## src/rtl/clk_ctrl_pkg.sv

```systemverilog
// constants, field layouts and types for the system clock source control
// assumes a 32-bit AHB-Lite register port and one 20 MHz bus clock
package clk_ctrl_pkg;
  // ==========================================================
  // register offsets (byte addresses)
  localparam logic [7:0] OFS_SYS_CFG = 8'h00;
  localparam logic [7:0] OFS_PLL_CFG = 8'h04;
  localparam logic [7:0] OFS_PRESCALE = 8'h08;
  localparam logic [7:0] OFS_STATUS = 8'h0c;

  // ==========================================================
  // field widths and positions
  localparam int PRE_W = 10;
  localparam int PLL_INPUT_DIV_FIELD_W = 4;
  localparam int PLL_FEEDBACK_MULT_FIELD_W = 7;
  localparam int K2_W = 7;
  localparam int WAIT_W = 3;
  localparam int PER_W = 16;
  localparam int SYS_SRC_LSB = 0;
  localparam int SYS_WAIT_LSB = 4;
  localparam int PLL_BYP_BIT = 0;
  localparam int PLL_REF_BIT = 1;
  localparam int PLL_BAND_LSB = 2;
  localparam int PLL_PLL_INPUT_DIV_FIELD_LSB = 4;
  localparam int PLL_PLL_FEEDBACK_MULT_FIELD_LSB = 8;
  localparam int PLL_K2_LSB = 16;
  localparam int ST_CLK_BIT = 0;
  localparam int ST_PEND_BIT = 1;
  localparam int ST_LOCK_BIT = 2;
  localparam int ST_PLLEN_BIT = 3;
  localparam int ST_SRC_LSB = 4;

  // ==========================================================
  // encodings
  localparam logic [1:0] SEL_WAKEUP = 2'h0;
  localparam logic [1:0] SEL_RESV = 2'h1;
  localparam logic [1:0] SEL_OSC = 2'h2;
  localparam logic [1:0] SEL_DIRECT = 2'h3;
  localparam logic [1:0] BAND_LOW = 2'h0;
  localparam logic [1:0] BAND_HIGH = 2'h1;
  localparam logic [WAIT_W-1:0] WAIT_RST = 3'h4;
  localparam logic [WAIT_W-1:0] WAIT_FORBIDDEN = 3'h0;
  localparam int LOCK_SHIFT = 3;
  localparam logic [PER_W-1:0] EST_RST = 16'hffff;

  // clock configuration carried as one unit
  typedef struct packed {
    logic [1:0] src;
    logic bypass;
    logic ref_int;
    logic [1:0] band;
    logic [PLL_INPUT_DIV_FIELD_W-1:0] pll_input_div_field;
    logic [PLL_FEEDBACK_MULT_FIELD_W-1:0] pll_feedback_mult_field;
    logic [K2_W-1:0] pll_output_div_field;
    logic [PRE_W-1:0] prescale_div_field;
  } clk_cfg_t;

  localparam clk_cfg_t CFG_RST = '{src: SEL_WAKEUP, bypass: 1'b1, ref_int: 1'b0,
    band: BAND_LOW, pll_input_div_field: 4'h0, pll_feedback_mult_field: 7'h0, pll_output_div_field: 7'h0, prescale_div_field: 10'h000};

  // glitch-free switch sequencer
  typedef enum logic [2:0] {
    SW_RUN = 3'b001,
    SW_WAIT_LOW = 3'b010,
    SW_LOAD = 3'b100
  } sw_state_t;
endpackage

```

## src/rtl/flash_wait_ctrl.sv

```systemverilog
// flash access waitstate sequencer
// assumes sys_tick is a one-cycle pulse per system clock period
`timescale 1ns/1ps
module flash_wait_ctrl #(
  parameter int WAIT_W = 3
) (
  input wire logic hclk, // bus clock
  input wire logic hresetn, // async reset, active low
  input wire logic sys_tick, // one pulse per system clock
  input wire logic [WAIT_W-1:0] wait_count, // configured waitstates
  input wire logic acc_req, // flash access pending, held until ready
  input wire logic acc_seq, // access is sequential
  output logic acc_ready // access completes this cycle
);
  logic busy_r;
  logic [WAIT_W-1:0] cnt_r;
  logic done;

  // ==========================================================
  // waitstate counting
  assign done = busy_r && (cnt_r == wait_count);
  // sequential accesses come from prefetch and pay nothing
  assign acc_ready = acc_req && (acc_seq || done);

  // busy flag for a non-sequential access
  always_ff @(posedge hclk or negedge hresetn) begin
    if (!hresetn) begin
      busy_r <= 1'b0;
    end else if (acc_ready) begin
      busy_r <= 1'b0;
    end else if (acc_req && !acc_seq) begin
      busy_r <= 1'b1;
    end
  end

  // one waitstate per system clock tick, field taken as the count
  always_ff @(posedge hclk or negedge hresetn) begin
    if (!hresetn) begin
      cnt_r <= '0;
    end else if (!busy_r) begin
      cnt_r <= '0;
    end else if (sys_tick && !done) begin
      cnt_r <= cnt_r + 1'b1;
    end
  end

  // ==========================================================
  // checks
  seq_no_wait_a: assert property (@(posedge hclk) disable iff (!hresetn)
    acc_req && acc_seq |-> acc_ready)
    else $error("sequential flash access was delayed");
  nonseq_count_a: assert property (@(posedge hclk) disable iff (!hresetn)
    acc_ready && !acc_seq |-> busy_r && cnt_r == wait_count)
    else $error("non-sequential access ended before its waitstates");
endmodule

```

## src/rtl/sys_clk_ctrl.sv

```systemverilog
// system clock source selection, prescaler, pll model and flash waitstates
// assumes AHB-Lite single-word transfers; source inputs are async pins far
// below hclk/2, and the pll vco edge rate stays below the bus clock rate
//
// The register offsets and the AHB-Lite slave port are this design's own decisions.
`timescale 1ns/1ps
// Functional notes
// - waitstates only on non-sequential flash accesses
// - waitstate field value is the waitstate count
// - select 11 passes external clock pin directly
// - crystal bypass, factor one equals direct drive
// - select 10 bypass divides oscillator by K1
// - prescaler input is crystal or internal source
// - prescale factor one passes oscillator levels unchanged
// - prescale factor reaches 1024 at most
// - select 10 no bypass enables pll output
// - pll factor is N over P times K2
// - pll reference is crystal or internal source
// - pll tracks its reference gradually, no jumps
// - system clock is vco divided by K2
// - vco band 00 low, 01 high, 1X reserved
// - select 00 takes the wakeup clock
module sys_clk_ctrl (
  input wire logic hclk, // bus clock, 20 MHz
  input wire logic hresetn, // async reset, active low
  input wire logic hsel, // slave select
  input wire logic [31:0] haddr, // byte address
  input wire logic [1:0] htrans, // transfer type
  input wire logic hwrite, // write when high
  input wire logic [2:0] hsize, // transfer size, word only
  input wire logic [31:0] hwdata, // write data
  input wire logic hready, // bus ready
  output logic [31:0] hrdata, // read data
  output logic hreadyout, // slave ready
  output logic hresp, // always okay
  input wire logic ext_clock_pin, // direct drive clock pin
  input wire logic crystal_input_pin, // oscillator clock pin
  input wire logic int_clk_src, // internal clock source
  input wire logic wakeup_clk_src, // low-frequency wakeup source
  output logic sys_clk, // generated system clock level
  output logic sys_clk_rise, // pulse on each system clock rise
  output logic pll_enable, // pll running
  input wire logic flash_req, // flash access pending
  input wire logic flash_seq, // flash access sequential
  output logic flash_ready // flash access completes
);
  clk_ctrl_pkg::clk_cfg_t cfg_r, act_r;
  clk_ctrl_pkg::sw_state_t sw_state_r;
  logic [clk_ctrl_pkg::WAIT_W-1:0] wait_r;
  logic [3:0] sync1_r, sync2_r, sync3_r;
  logic ext_lvl, osc_lvl, wu_lvl, osc_rise;
  logic [clk_ctrl_pkg::PRE_W-1:0] pre_cnt_r;
  logic pre_lvl;
  logic [clk_ctrl_pkg::PRE_W-1:0] pre_half;
  logic [clk_ctrl_pkg::PLL_INPUT_DIV_FIELD_W-1:0] p_cnt_r;
  logic ref_tick;
  logic [clk_ctrl_pkg::PER_W-1:0] per_cnt_r, meas_r, est_r, est_step;
  logic [clk_ctrl_pkg::PER_W:0] acc_r, acc_sum;
  logic vco_edge;
  logic [clk_ctrl_pkg::K2_W-1:0] k2_cnt_r;
  logic pll_lvl_r, pll_on;
  logic mux_lvl, load, sys_clk_r, rise_r;
  logic aph_wr_r, aph_rd_r, rd_wait_r;
  logic [7:0] addr_r;
  logic [31:0] hrdata_r, rd_val, status;
  logic accept;

  // ==========================================================
  // pin synchronisers: ext, crystal, internal, wakeup
  always_ff @(posedge hclk or negedge hresetn) begin
    if (!hresetn) begin
      sync1_r <= 4'h0;
      sync2_r <= 4'h0;
      sync3_r <= 4'h0;
    end else begin
      sync1_r <= {wakeup_clk_src, int_clk_src, crystal_input_pin, ext_clock_pin};
      sync2_r <= sync1_r;
      sync3_r <= sync2_r;
    end
  end
  assign ext_lvl = sync2_r[0];
  assign wu_lvl = sync2_r[3];
  // oscillator is the crystal pin or the internal source
  assign osc_lvl = act_r.ref_int ? sync2_r[2] : sync2_r[1];
  assign osc_rise = osc_lvl && !(act_r.ref_int ? sync3_r[2] : sync3_r[1]);
  // ==========================================================
  // prescaler: K1 = field + 1, up to 1024
  assign pre_half = clk_ctrl_pkg::PRE_W'((11'(act_r.prescale_div_field) + 11'h2) >> 1);
  always_ff @(posedge hclk or negedge hresetn) begin
    if (!hresetn) begin
      pre_cnt_r <= '0;
    end else if (load) begin
      pre_cnt_r <= '0;
    end else if (osc_rise) begin
      pre_cnt_r <= (pre_cnt_r >= act_r.prescale_div_field) ? '0 : pre_cnt_r + 1'b1;
    end
  end
  // factor one follows the oscillator level itself, keeping its duty
  assign pre_lvl = (act_r.prescale_div_field == '0) ? osc_lvl : (pre_cnt_r < pre_half);
  // ==========================================================
  // pll model: reference divided by P, vco locked to 2N edges per period
  assign pll_on = (act_r.src == clk_ctrl_pkg::SEL_OSC) && !act_r.bypass;
  assign ref_tick = pll_on && osc_rise && (p_cnt_r == act_r.pll_input_div_field);
  // reference divider P
  always_ff @(posedge hclk or negedge hresetn) begin
    if (!hresetn) begin
      p_cnt_r <= '0;
    end else if (!pll_on || ref_tick) begin
      p_cnt_r <= '0;
    end else if (osc_rise) begin
      p_cnt_r <= p_cnt_r + 1'b1;
    end
  end
  // reference period measurement in bus cycles
  always_ff @(posedge hclk or negedge hresetn) begin
    if (!hresetn) begin
      per_cnt_r <= '0;
      meas_r <= clk_ctrl_pkg::EST_RST;
    end else if (ref_tick) begin
      per_cnt_r <= 16'h0001;
      meas_r <= per_cnt_r;
    end else if (pll_on && per_cnt_r != clk_ctrl_pkg::EST_RST) begin
      per_cnt_r <= per_cnt_r + 1'b1;
    end
  end
  // estimate walks toward the measurement by an eighth of the gap
  always_comb begin
    est_step = ((est_r > meas_r) ? est_r - meas_r : meas_r - est_r) >> clk_ctrl_pkg::LOCK_SHIFT;
    if (est_step == '0) begin
      est_step = 16'h0001;
    end
  end
  always_ff @(posedge hclk or negedge hresetn) begin
    if (!hresetn) begin
      est_r <= clk_ctrl_pkg::EST_RST;
    end else if (ref_tick && est_r > meas_r) begin
      est_r <= est_r - est_step;
    end else if (ref_tick && est_r < meas_r && meas_r > 16'h0001) begin
      est_r <= est_r + est_step;
    end
  end
  // vco edges: 2N per estimated reference period
  assign acc_sum = acc_r + {9'h000, act_r.pll_feedback_mult_field + 1'b1, 1'b0};
  assign vco_edge = pll_on && (acc_sum >= {1'b0, est_r});
  always_ff @(posedge hclk or negedge hresetn) begin
    if (!hresetn) begin
      acc_r <= '0;
    end else if (!pll_on) begin
      acc_r <= '0;
    end else begin
      acc_r <= vco_edge ? acc_sum - {1'b0, est_r} : acc_sum;
    end
  end
  // output divider K2 on vco edges
  always_ff @(posedge hclk or negedge hresetn) begin
    if (!hresetn) begin
      k2_cnt_r <= '0;
      pll_lvl_r <= 1'b0;
    end else if (load || !pll_on) begin
      k2_cnt_r <= '0;
      pll_lvl_r <= 1'b0;
    end else if (vco_edge) begin
      k2_cnt_r <= (k2_cnt_r == act_r.pll_output_div_field) ? '0 : k2_cnt_r + 1'b1;
      pll_lvl_r <= (k2_cnt_r == act_r.pll_output_div_field) ? !pll_lvl_r : pll_lvl_r;
    end
  end

  // ==========================================================
  // source multiplexer
  always_comb begin
    case (act_r.src)
      clk_ctrl_pkg::SEL_DIRECT: mux_lvl = ext_lvl;
      clk_ctrl_pkg::SEL_OSC: mux_lvl = act_r.bypass ? pre_lvl : pll_lvl_r;
      clk_ctrl_pkg::SEL_WAKEUP: mux_lvl = wu_lvl;
      default: mux_lvl = 1'b0;
    endcase
  end
  // switch sequencer: change only while low, then wait for a low start
  assign load = (sw_state_r == clk_ctrl_pkg::SW_WAIT_LOW) && !mux_lvl && !sys_clk_r;
  always_ff @(posedge hclk or negedge hresetn) begin
    if (!hresetn) begin
      sw_state_r <= clk_ctrl_pkg::SW_RUN;
      act_r <= clk_ctrl_pkg::CFG_RST;
    end else begin
      case (sw_state_r)
        clk_ctrl_pkg::SW_RUN: begin
          if (cfg_r != act_r) begin
            sw_state_r <= clk_ctrl_pkg::SW_WAIT_LOW;
          end
        end
        clk_ctrl_pkg::SW_WAIT_LOW: begin
          if (load) begin
            act_r <= cfg_r;
            sw_state_r <= clk_ctrl_pkg::SW_LOAD;
          end
        end
        clk_ctrl_pkg::SW_LOAD: begin
          if (!mux_lvl) begin
            sw_state_r <= clk_ctrl_pkg::SW_RUN;
          end
        end
        default: sw_state_r <= clk_ctrl_pkg::SW_RUN;
      endcase
    end
  end
  // registered clock level, held low while a new source settles
  always_ff @(posedge hclk or negedge hresetn) begin
    if (!hresetn) begin
      sys_clk_r <= 1'b0;
      rise_r <= 1'b0;
    end else begin
      sys_clk_r <= (sw_state_r == clk_ctrl_pkg::SW_LOAD) ? 1'b0 : mux_lvl;
      rise_r <= (sw_state_r != clk_ctrl_pkg::SW_LOAD) && mux_lvl && !sys_clk_r;
    end
  end
  assign sys_clk = sys_clk_r;
  assign sys_clk_rise = rise_r;
  assign pll_enable = pll_on;
  // ==========================================================
  // flash waitstates
  flash_wait_ctrl #(.WAIT_W(clk_ctrl_pkg::WAIT_W)) u_flash_wait (
    .hclk(hclk),
    .hresetn(hresetn),
    .sys_tick(rise_r),
    .wait_count(wait_r),
    .acc_req(flash_req),
    .acc_seq(flash_seq),
    .acc_ready(flash_ready)
  );

  // ==========================================================
  // AHB-Lite slave: writes zero wait, reads one wait state
  assign accept = hsel && htrans[1] && hready;
  always_ff @(posedge hclk or negedge hresetn) begin
    if (!hresetn) begin
      aph_wr_r <= 1'b0;
      aph_rd_r <= 1'b0;
      rd_wait_r <= 1'b0;
      addr_r <= 8'h00;
    end else begin
      if (hready) begin
        aph_wr_r <= accept && hwrite;
        aph_rd_r <= accept && !hwrite;
        addr_r <= accept ? haddr[7:0] : addr_r;
      end
      rd_wait_r <= accept && !hwrite;
    end
  end
  // configuration writes; reserved and forbidden codes are dropped
  always_ff @(posedge hclk or negedge hresetn) begin
    if (!hresetn) begin
      cfg_r <= clk_ctrl_pkg::CFG_RST;
      wait_r <= clk_ctrl_pkg::WAIT_RST;
    end else if (aph_wr_r && addr_r == clk_ctrl_pkg::OFS_SYS_CFG) begin
      if (hwdata[clk_ctrl_pkg::SYS_SRC_LSB +: 2] != clk_ctrl_pkg::SEL_RESV) begin
        cfg_r.src <= hwdata[clk_ctrl_pkg::SYS_SRC_LSB +: 2];
      end
      if (hwdata[clk_ctrl_pkg::SYS_WAIT_LSB +: 3] != clk_ctrl_pkg::WAIT_FORBIDDEN) begin
        wait_r <= hwdata[clk_ctrl_pkg::SYS_WAIT_LSB +: 3];
      end
    end else if (aph_wr_r && addr_r == clk_ctrl_pkg::OFS_PLL_CFG) begin
      cfg_r.bypass <= hwdata[clk_ctrl_pkg::PLL_BYP_BIT];
      cfg_r.ref_int <= hwdata[clk_ctrl_pkg::PLL_REF_BIT];
      if (!hwdata[clk_ctrl_pkg::PLL_BAND_LSB + 1]) begin
        cfg_r.band <= hwdata[clk_ctrl_pkg::PLL_BAND_LSB +: 2];
      end
      cfg_r.pll_input_div_field <= hwdata[clk_ctrl_pkg::PLL_PLL_INPUT_DIV_FIELD_LSB +: clk_ctrl_pkg::PLL_INPUT_DIV_FIELD_W];
      cfg_r.pll_feedback_mult_field <= hwdata[clk_ctrl_pkg::PLL_PLL_FEEDBACK_MULT_FIELD_LSB +: clk_ctrl_pkg::PLL_FEEDBACK_MULT_FIELD_W];
      cfg_r.pll_output_div_field <= hwdata[clk_ctrl_pkg::PLL_K2_LSB +: clk_ctrl_pkg::K2_W];
    end else if (aph_wr_r && addr_r == clk_ctrl_pkg::OFS_PRESCALE) begin
      cfg_r.prescale_div_field <= hwdata[clk_ctrl_pkg::PRE_W-1:0];
    end
  end
  // read multiplexer, unmapped offsets read zero; no lock before a real measurement
  assign status = {24'h000000, 2'b00, act_r.src, pll_on,
    (est_r == meas_r) && (meas_r != clk_ctrl_pkg::EST_RST) && pll_on,
    sw_state_r != clk_ctrl_pkg::SW_RUN, sys_clk_r};
  always_comb begin
    case (addr_r)
      clk_ctrl_pkg::OFS_SYS_CFG: rd_val = {25'h0000000, wait_r, 2'b00, cfg_r.src};
      clk_ctrl_pkg::OFS_PLL_CFG: rd_val = {9'h000, cfg_r.pll_output_div_field, 1'b0, cfg_r.pll_feedback_mult_field,
        cfg_r.pll_input_div_field, cfg_r.band, cfg_r.ref_int, cfg_r.bypass};
      clk_ctrl_pkg::OFS_PRESCALE: rd_val = {22'h000000, cfg_r.prescale_div_field};
      clk_ctrl_pkg::OFS_STATUS: rd_val = status;
      default: rd_val = 32'h00000000;
    endcase
  end
  // read data captured in the wait cycle
  always_ff @(posedge hclk or negedge hresetn) begin
    if (!hresetn) begin
      hrdata_r <= 32'h00000000;
    end else if (rd_wait_r && aph_rd_r) begin
      hrdata_r <= rd_val;
    end
  end
  assign hrdata = hrdata_r;
  assign hreadyout = !rd_wait_r;
  assign hresp = 1'b0;

  // ==========================================================
  // checks
  direct_follow_a: assert property (@(posedge hclk) disable iff (!hresetn)
    sw_state_r == clk_ctrl_pkg::SW_RUN && act_r.src == clk_ctrl_pkg::SEL_DIRECT
    |=> sys_clk_r == $past(sync2_r[0]) || sw_state_r != clk_ctrl_pkg::SW_RUN)
    else $error("direct drive clock does not follow the pin");
  wakeup_follow_a: assert property (@(posedge hclk) disable iff (!hresetn)
    sw_state_r == clk_ctrl_pkg::SW_RUN && act_r.src == clk_ctrl_pkg::SEL_WAKEUP
    |=> sys_clk_r == $past(sync2_r[3]) || sw_state_r != clk_ctrl_pkg::SW_RUN)
    else $error("wakeup clock not passed through");
  unity_prescale_a: assert property (@(posedge hclk) disable iff (!hresetn)
    sw_state_r == clk_ctrl_pkg::SW_RUN && act_r.src == clk_ctrl_pkg::SEL_OSC
    && act_r.bypass && act_r.prescale_div_field == '0 && !act_r.ref_int
    |=> sys_clk_r == $past(sync2_r[1]) || sw_state_r != clk_ctrl_pkg::SW_RUN)
    else $error("prescale factor one altered the oscillator");
  prescale_range_a: assert property (@(posedge hclk) disable iff (!hresetn)
    osc_rise && pre_cnt_r == act_r.prescale_div_field && !load |=> pre_cnt_r == '0)
    else $error("prescaler count passed its factor");
  pll_drives_clk_a: assert property (@(posedge hclk) disable iff (!hresetn)
    sw_state_r == clk_ctrl_pkg::SW_RUN && pll_on |=> sys_clk_r == $past(pll_lvl_r))
    else $error("pll output not driving the system clock");
  k2_divide_a: assert property (@(posedge hclk) disable iff (!hresetn)
    pll_on && !load && $changed(pll_lvl_r) && $past(pll_on)
    |-> $past(vco_edge) && $past(k2_cnt_r) == $past(act_r.pll_output_div_field))
    else $error("pll output toggled off its K2 boundary");
  smooth_lock_a: assert property (@(posedge hclk) disable iff (!hresetn)
    $changed(est_r) |-> ((est_r > $past(est_r)) ? est_r - $past(est_r)
    : $past(est_r) - est_r) <= ($past(est_r) >> 3) + 16'h0001)
    else $error("pll estimate jumped");
  glitch_free_a: assert property (@(posedge hclk) disable iff (!hresetn)
    $changed(act_r) |-> !$past(sys_clk_r) && !sys_clk_r ##1 !sys_clk_r)
    else $error("clock switched while high");
  band_valid_a: assert property (@(posedge hclk) disable iff (!hresetn)
    aph_wr_r && addr_r == clk_ctrl_pkg::OFS_PLL_CFG && hwdata[3] |=> $stable(cfg_r.band))
    else $error("reserved vco band accepted");
endmodule
```

## config.mk

```make
export PLATFORM = sky130hd
export DESIGN_NAME = sys_clk_ctrl
export DESIGN_NICKNAME = d
export VERILOG_FILES = /design/src/rtl/clk_ctrl_pkg.sv /design/src/rtl/flash_wait_ctrl.sv /design/src/rtl/sys_clk_ctrl.sv
export SDC_FILE = /design/constraint.sdc
export NUM_CORES = 1
export LEC_CHECK = 0
export ABC_AREA = 1
export BUFFER_PORTS_ARGS = -buffer_cell sky130_fd_sc_hd__buf_2
export CAP_MARGIN = 20
export CORE_MARGIN = 2
export CORE_UTILIZATION = 50
export DETAILED_ROUTE_END_ITERATION = 8
export PLACE_DENSITY = 0.81
export SLEW_MARGIN = 20
export SYNTH_ARGS = -nofsm -noshare
export SYNTH_HDL_FRONTEND = slang
export SYNTH_SLANG_ARGS = --single-unit
```

## constraint.sdc

```tcl
create_clock -name hclk -period 14.4 [get_ports hclk]
set_input_delay 2.16 -clock hclk [delete_from_list [all_inputs] [get_ports hclk]]
set_output_delay 2.16 -clock hclk [all_outputs]
set_load 0.03 [all_outputs]
```

Word-level counts from Yosys, hierarchy flattened
Index checks and enable logic that the tools add are counted.
{"block": "word_totals", "reg_bits": 219, "in_bits": 80, "out_inout_bits": 38, "wordCells": 177}
{"block": "op_classes", "addsub": 13, "order_cmp": 6, "eq_ne": 22, "n_mux": 34, "bitwise_logic": 3, "reduce_logical": 61}
{"operator": "$pmux 23 s4", "count": 1}
{"operator": "$mux 16", "count": 5}
{"operator": "$sub 16x16->16", "count": 3}
{"operator": "$mux 17", "count": 2}
{"operator": "$ne 33x33->1", "count": 1}
{"operator": "$ne 16x16->1 const B", "count": 2}
{"operator": "$mux 10", "count": 3}
{"operator": "$logic_and 1x1->1", "count": 27}
{"operator": "$mux 7", "count": 3}
{"operator": "$add 17x8->17", "count": 1}
{"operator": "$ge 17x16->1", "count": 1}
{"operator": "$sub 17x16->17", "count": 1}
{"operator": "$add 16x1->16 const B", "count": 1}
{"operator": "$add 16x16->16", "count": 1}
{"operator": "$eq 16x16->1", "count": 1}
{"operator": "$eq 8x4->1 const B", "count": 2}
{"operator": "$gt 16x1->1 const B", "count": 1}
{"operator": "$gt 16x16->1", "count": 1}
{"operator": "$logic_not 16->1", "count": 1}
{"operator": "$lt 16x16->1", "count": 1}
{"operator": "$mux 3", "count": 5}
{"operator": "$add 7x1->7 const B", "count": 2}
{"operator": "$reduce_bool 2->1", "count": 7}
{"operator": "$mux 13", "count": 1}
{"operator": "other kinds (31)", "count": 65}

Depth between registers and ports, before layout
{"block": "logic_depth", "ltp_word": 11, "depth_mapped": 38, "mapped_depth_nobuf": 37}

By module
Synthesis repeated with hierarchy kept, for this count alone.
{"block": "unflattened", "cells_unflattened": 1926, "area_unflattened_um2": 14348.8}
{"module": "sys_clk_ctrl", "instances": 1, "cells_per_inst": 1887, "area_per_inst_um2": 14076.0, "seq_area_each_um2": 5149.9}
{"module": "flash_wait_ctrl", "instances": 1, "cells_per_inst": 39, "area_per_inst_um2": 272.8, "seq_area_each_um2": 100.1}

Least setup slack after synthesis
No wires, ideal clock.
{"block": "synth_timing", "kind": "input to output", "start": "input port flash_req", "end": "output port flash_ready", "arrival_ns": 2.639, "required_ns": 12.240, "path_slack_ns": 9.601, "cell_stages": 2, "cell_sequence": "inv_1 > nor2_1"}
{"block": "synth_via", "elab_chain_len": 1}
{"element": "start: declaration", "line_no": "sys_clk_ctrl.sv:43", "text": "input wire logic flash_req,"}
{"element": "$logic_and 1x1->1", "line_no": "flash_wait_ctrl.sv:23", "text": "assign acc_ready = acc_req && (acc_seq || done);"}
{"element": "end: declaration", "line_no": "sys_clk_ctrl.sv:45", "text": "output logic flash_ready"}
Every way passes these cells.

Final worst setup path
{"block": "layout_timing", "start": "register meas_r[12] (netlist bit)", "end": "register est_r[13] (netlist bit)"}
{"block": "layout_via", "elab_chain_len": 7, "elab_cells_between_ends": 16, "classes_between": "add/sub (4); order compare (3); mux (4); reduce/logical (5)"}
{"element": "start: declaration", "line_no": "sys_clk_ctrl.sv:57", "text": "logic [clk_ctrl_pkg::PER_W-1:0] per_cnt_r, meas_r, est_r, est_step;"}
{"element": "start signal: assignment", "line_no": "sys_clk_ctrl.sv:118", "text": "meas_r <= clk_ctrl_pkg::EST_RST;"}
{"element": "start signal: assignment", "line_no": "sys_clk_ctrl.sv:121", "text": "meas_r <= per_cnt_r;"}
{"element": "$sub 16x16->16 or $gt 16x16->1 (tied branches)", "line_no": "sys_clk_ctrl.sv:128, sys_clk_ctrl.sv:136"}
{"element": "$mux 16", "line_no": "sys_clk_ctrl.sv:128", "text": "est_step = ((est_r > meas_r) ? est_r - meas_r : meas_r - est_r) >> clk_ctrl_pkg::LOCK_SHIFT;"}
{"element": "$logic_not 16->1", "line_no": "sys_clk_ctrl.sv:129", "text": "if (est_step == '0) begin"}
{"element": "$mux 13", "line_no": "sys_clk_ctrl.sv:129"}
{"element": "$add 16x16->16", "line_no": "sys_clk_ctrl.sv:139", "text": "est_r <= est_r + est_step;"}
{"element": "$mux 16", "line_no": "sys_clk_ctrl.sv:138", "text": "end else if (ref_tick && est_r < meas_r && meas_r > 16'h0001) begin"}
{"element": "$mux 16", "line_no": "sys_clk_ctrl.sv:136", "text": "end else if (ref_tick && est_r > meas_r) begin"}
{"element": "end signal: assignment", "line_no": "sys_clk_ctrl.sv:135", "text": "est_r <= clk_ctrl_pkg::EST_RST;"}
{"element": "end signal: assignment", "line_no": "sys_clk_ctrl.sv:137", "text": "est_r <= est_r - est_step;"}
{"element": "end signal: assignment", "line_no": "sys_clk_ctrl.sv:139"}
{"element": "end: declaration", "line_no": "sys_clk_ctrl.sv:57"}
Parallel ways exist; a longest one is shown, timed or not. The select of a mux whose other input is x is not followed.
A chain may end at the register's enable or synchronous reset.

==> flow_metrics.py <==
metrics = {
    "global_routing": {
        "antenna_found_initial": 0,
        "grt_first_pass_wirelength_um": 60000,
        "grt_overflow": 0,
        "grt_pass1_vias": 12400,
        "grt_max_degree": 136,
        "grt_use_total": 0.239,
    },
    "drt": {
        "wl_per_cell_um": 15.5,
        "detail_route.iter0.violations": 1000,
        "num_vias": 12800,
        "drc": 0,
        "firstDrtPassIters": 7,
        "wl_um": 36300,
        "viasPerCell": 5.47,
        "ant_nets": 0,
    },
    "floorplan": {
        "die_w_um": 173,
        "initial_core_util": 0.511,
        "coreArea_um2": 27900,
        "die_h_um": 173,
        "pin_count": 118,
        "dieArea_um2": 29900,
        "fp-row-count": 61,
    },
    "critical_path": {
        "start_kind": "register",
        "cpMaxStageDelayCell": "dfstp_2",
        "r2r_slack_ns": 8.38,
        "worstPathArrival_ns": 6.45,
        "worstSetupEndpointType": "register",
        "cpPeakStageDelay_ns": 0.59,
        "crit_start": "meas_r[12]",
        "worst-setup-path-type": "register to register",
        "critPathMostFrequentCell": "nand2_1",
        "cp_max_fo": 14,
        "r2r-start": "meas_r[12]",
        "cp.required_ns": 14.83,
        "crit_end": "est_r[13]",
        "r2r_cells": 32,
        "r2r_end": "est_r[13]",
    },
    "synthesis": {
        "yosysMostFrequentCell": "nand2_1",
        "synth_common_cells": "nand2_1, inv_1, dfrtp_1",
        "ys_dominant_reg_cell": "dfrtp_1",
        "ys_seq_elements": 208,
        "synth-async-reset-ratio": 1.00,
        "synth.distinct_cells": 59,
        "syn-instance-count": 1881,
        "syn_area_per_cell_um2": 7.59,
        "yosysWarnings": 0,
        "yosysTopAreaCell": "dfrtp_1",
        "synth_edf_count": 0,
        "synth_area_um2": 14300,
        "synth.area.top_cells": "dfrtp_1, nand2_1, ha_1, inv_1, dfstp_2",
        "ys_seq_area_frac": 0.368,
        "synth_top_area_frac": 0.301,
    },
    "finish": {
        "drive_gt1_frac": 0.117,
        "stdcell_count": 2340,
        "diodes": 0,
        "layout.nets": 2122,
        "syn_to_final_growth_pct": 10.7,
        "n_fill_cell": 2485,
        "final_area_um2": 15800,
    },
    "clock_network": {
        "clkSlewWorstSetupHoldPaths_ns": 0.06,
        "cts_tree": "yes",
        "cts_htree_levels": 1,
        "cts_root_buf": "clkbuf_16",
        "cts_hold_buf": 0,
        "clockBufferDepth": 3,
        "post_cts_buffers": 0,
        "clkLatencyLatePin_ns": 0.52,
        "cts_resized": 0,
        "cts_buffers": 25,
        "cts_sinks": 208,
    },
    "place": {
        "place_congestion": 0.992,
        "dp.cells": 2293,
        "dp_hpwl_um": 27200,
        "pre_cts_slack_ns": 8.66,
        "io_buffers": 68,
        "place_area_um2": 14900,
    },
    "sta": {
        "max_slew_margin": 0.365,
        "hold_violations": 0,
        "maxSlewViolCount": 0,
        "layout_setup_ws_ns": 8.38,
        "fin_crit_sh": 0.418,
        "min_period_ns": 6.02,
        "finClkSkew_ns": 0.0201,
        "clock.fmax_mhz": 166,
        "setup_viol": 0,
        "rsz0062_at_grt": "no",
        "tns_ns": 0,
        "worst_pin_slew_ns": 0.953,
    },
    "power_and_ir_drop": {
        "internal_power_mw": 1.31,
        "peakVddDrop_mv": 0.100,
        "share_comb_of_total_power": 0.308,
        "power-per-cell-area_nw_per_um2": 130,
        "leakage_nw": 8.02,
        "pwr-share-clk": 0.316,
        "pwr-share-seq": 0.376,
        "swShare": 0.362,
        "switchingPower_uw": 741,
    },
    "flow_run": {
        "maxCapViolations": 0,
    },
    "worst_hold_path": {
        "min_path_type": "register to register",
    },
    "run_status": {
        "status": "finished, final reports clean",
    },
}
-- metrics by stage --
stage	hold WS [ns]	power (mW)	utilization
after CTS	0.349	2.04	0.564
after floorplan	0.331	1.22	-
final	0.348	2.05	0.566
after global routing	0.360	2.18	0.566
after detailed placement	0.336	1.39	0.534
after global placement	0.332	1.36	0.534
-- area by class of cell --
cell class                 count  area (µm²)  area share
clock buffer                  37         721      0.0456
clock inverter                 9         130     0.00824
inverter                     283        1060      0.0672
multi-input combinational   1350        7740       0.490
sequential                   208        5250       0.332
tap                          378         473      0.0299
timing repair buffer          75         423      0.0268
-- flip-flops by register name, summed over array words and instances, names as in the netlist, 2 cells and up --
register            count
acc_r                  17
act_r                  33
addr_r                  8
cfg_r                  33
est_r                  16
hrdata                 22
k2_cnt_r                7
meas_r                 16
p_cnt_r                 4
per_cnt_r              16
pre_cnt_r              10
sw_state_r              3
sync1_r                 4
sync2_r                 4
sync3_r                 2
u_flash_wait.cnt_r      3
wait_r                  3
-- worst min path at each step --
stage	from	endpoint	slack, ns	cells past startpoint
floorplan	sync1_r[0]	sync2_r[0]	0.33	0
global placement	sync1_r[3]	sync2_r[3]	0.33	0
detailed placement	sync1_r[3]	sync2_r[3]	0.34	0
CTS	sync1_r[3]	sync2_r[3]	0.35	0
global route	sync1_r[3]	sync2_r[3]	0.36	0
finish	sync1_r[3]	sync2_r[3]	0.35	0
-- layout by cell type (no fill, tap or decap), drive strengths merged, types with 36 or more instances in the layout --
cell,Yosys,final
a21oi,92,92
buf,24,75
xor2,62,62
inv,279,280
o21ai,162,162
dfstp,36,36
nand2,502,502
ha,96,96
nor2,105,105
clkbuf,26,37
xnor2,39,39
dfrtp,172,172
nand3,94,94
-- power by group through the flow --
stage / Clock (mW) / Sequential (mW) / Combinational (mW)
floorplan: 0 / 0.750 / 0.475
global placement: 0 / 0.772 / 0.588
detailed placement: 0 / 0.775 / 0.612
CTS: 0.653 / 0.767 / 0.624
global route: 0.679 / 0.781 / 0.718
finish: 0.647 / 0.770 / 0.632
-- metal layers --
metal / part of all wire / track usage
met3: 0.072 / 0.0400
met5: 0 / 0
met1: 0.43 / 0.320
met4: 0.026 / 0.0742
met2: 0.47 / 0.398
-- worst max-delay path: cells and delay by family, from the launching register on --
kind	cells	cell delay (ns)
and+or+nand+nor	18	2.34
xor gates and xnor gates	2	0.48
adders and majority gates	3	0.93
DFF	1	0.59
buffers and inverters	3	0.26
AOI/OAI and AO/OA	6	1.32
-- cell families (layout without fill, tap and decap cells) --
kind of cell	count (synthesis)	count (layout)	share of synthesized area
and+or+nand+nor	800	800	0.254
buffers and inverters	333	404	0.0933
AOI/OAI and AO/OA	332	332	0.129
DFF	208	208	0.368
xor gates and xnor gates	101	101	0.0620
adders and majority gates	99	99	0.0883
muxes	7	7	0.00552
other	1	11	0.000263
Note: power is estimated with default switching activity, not from simulation.
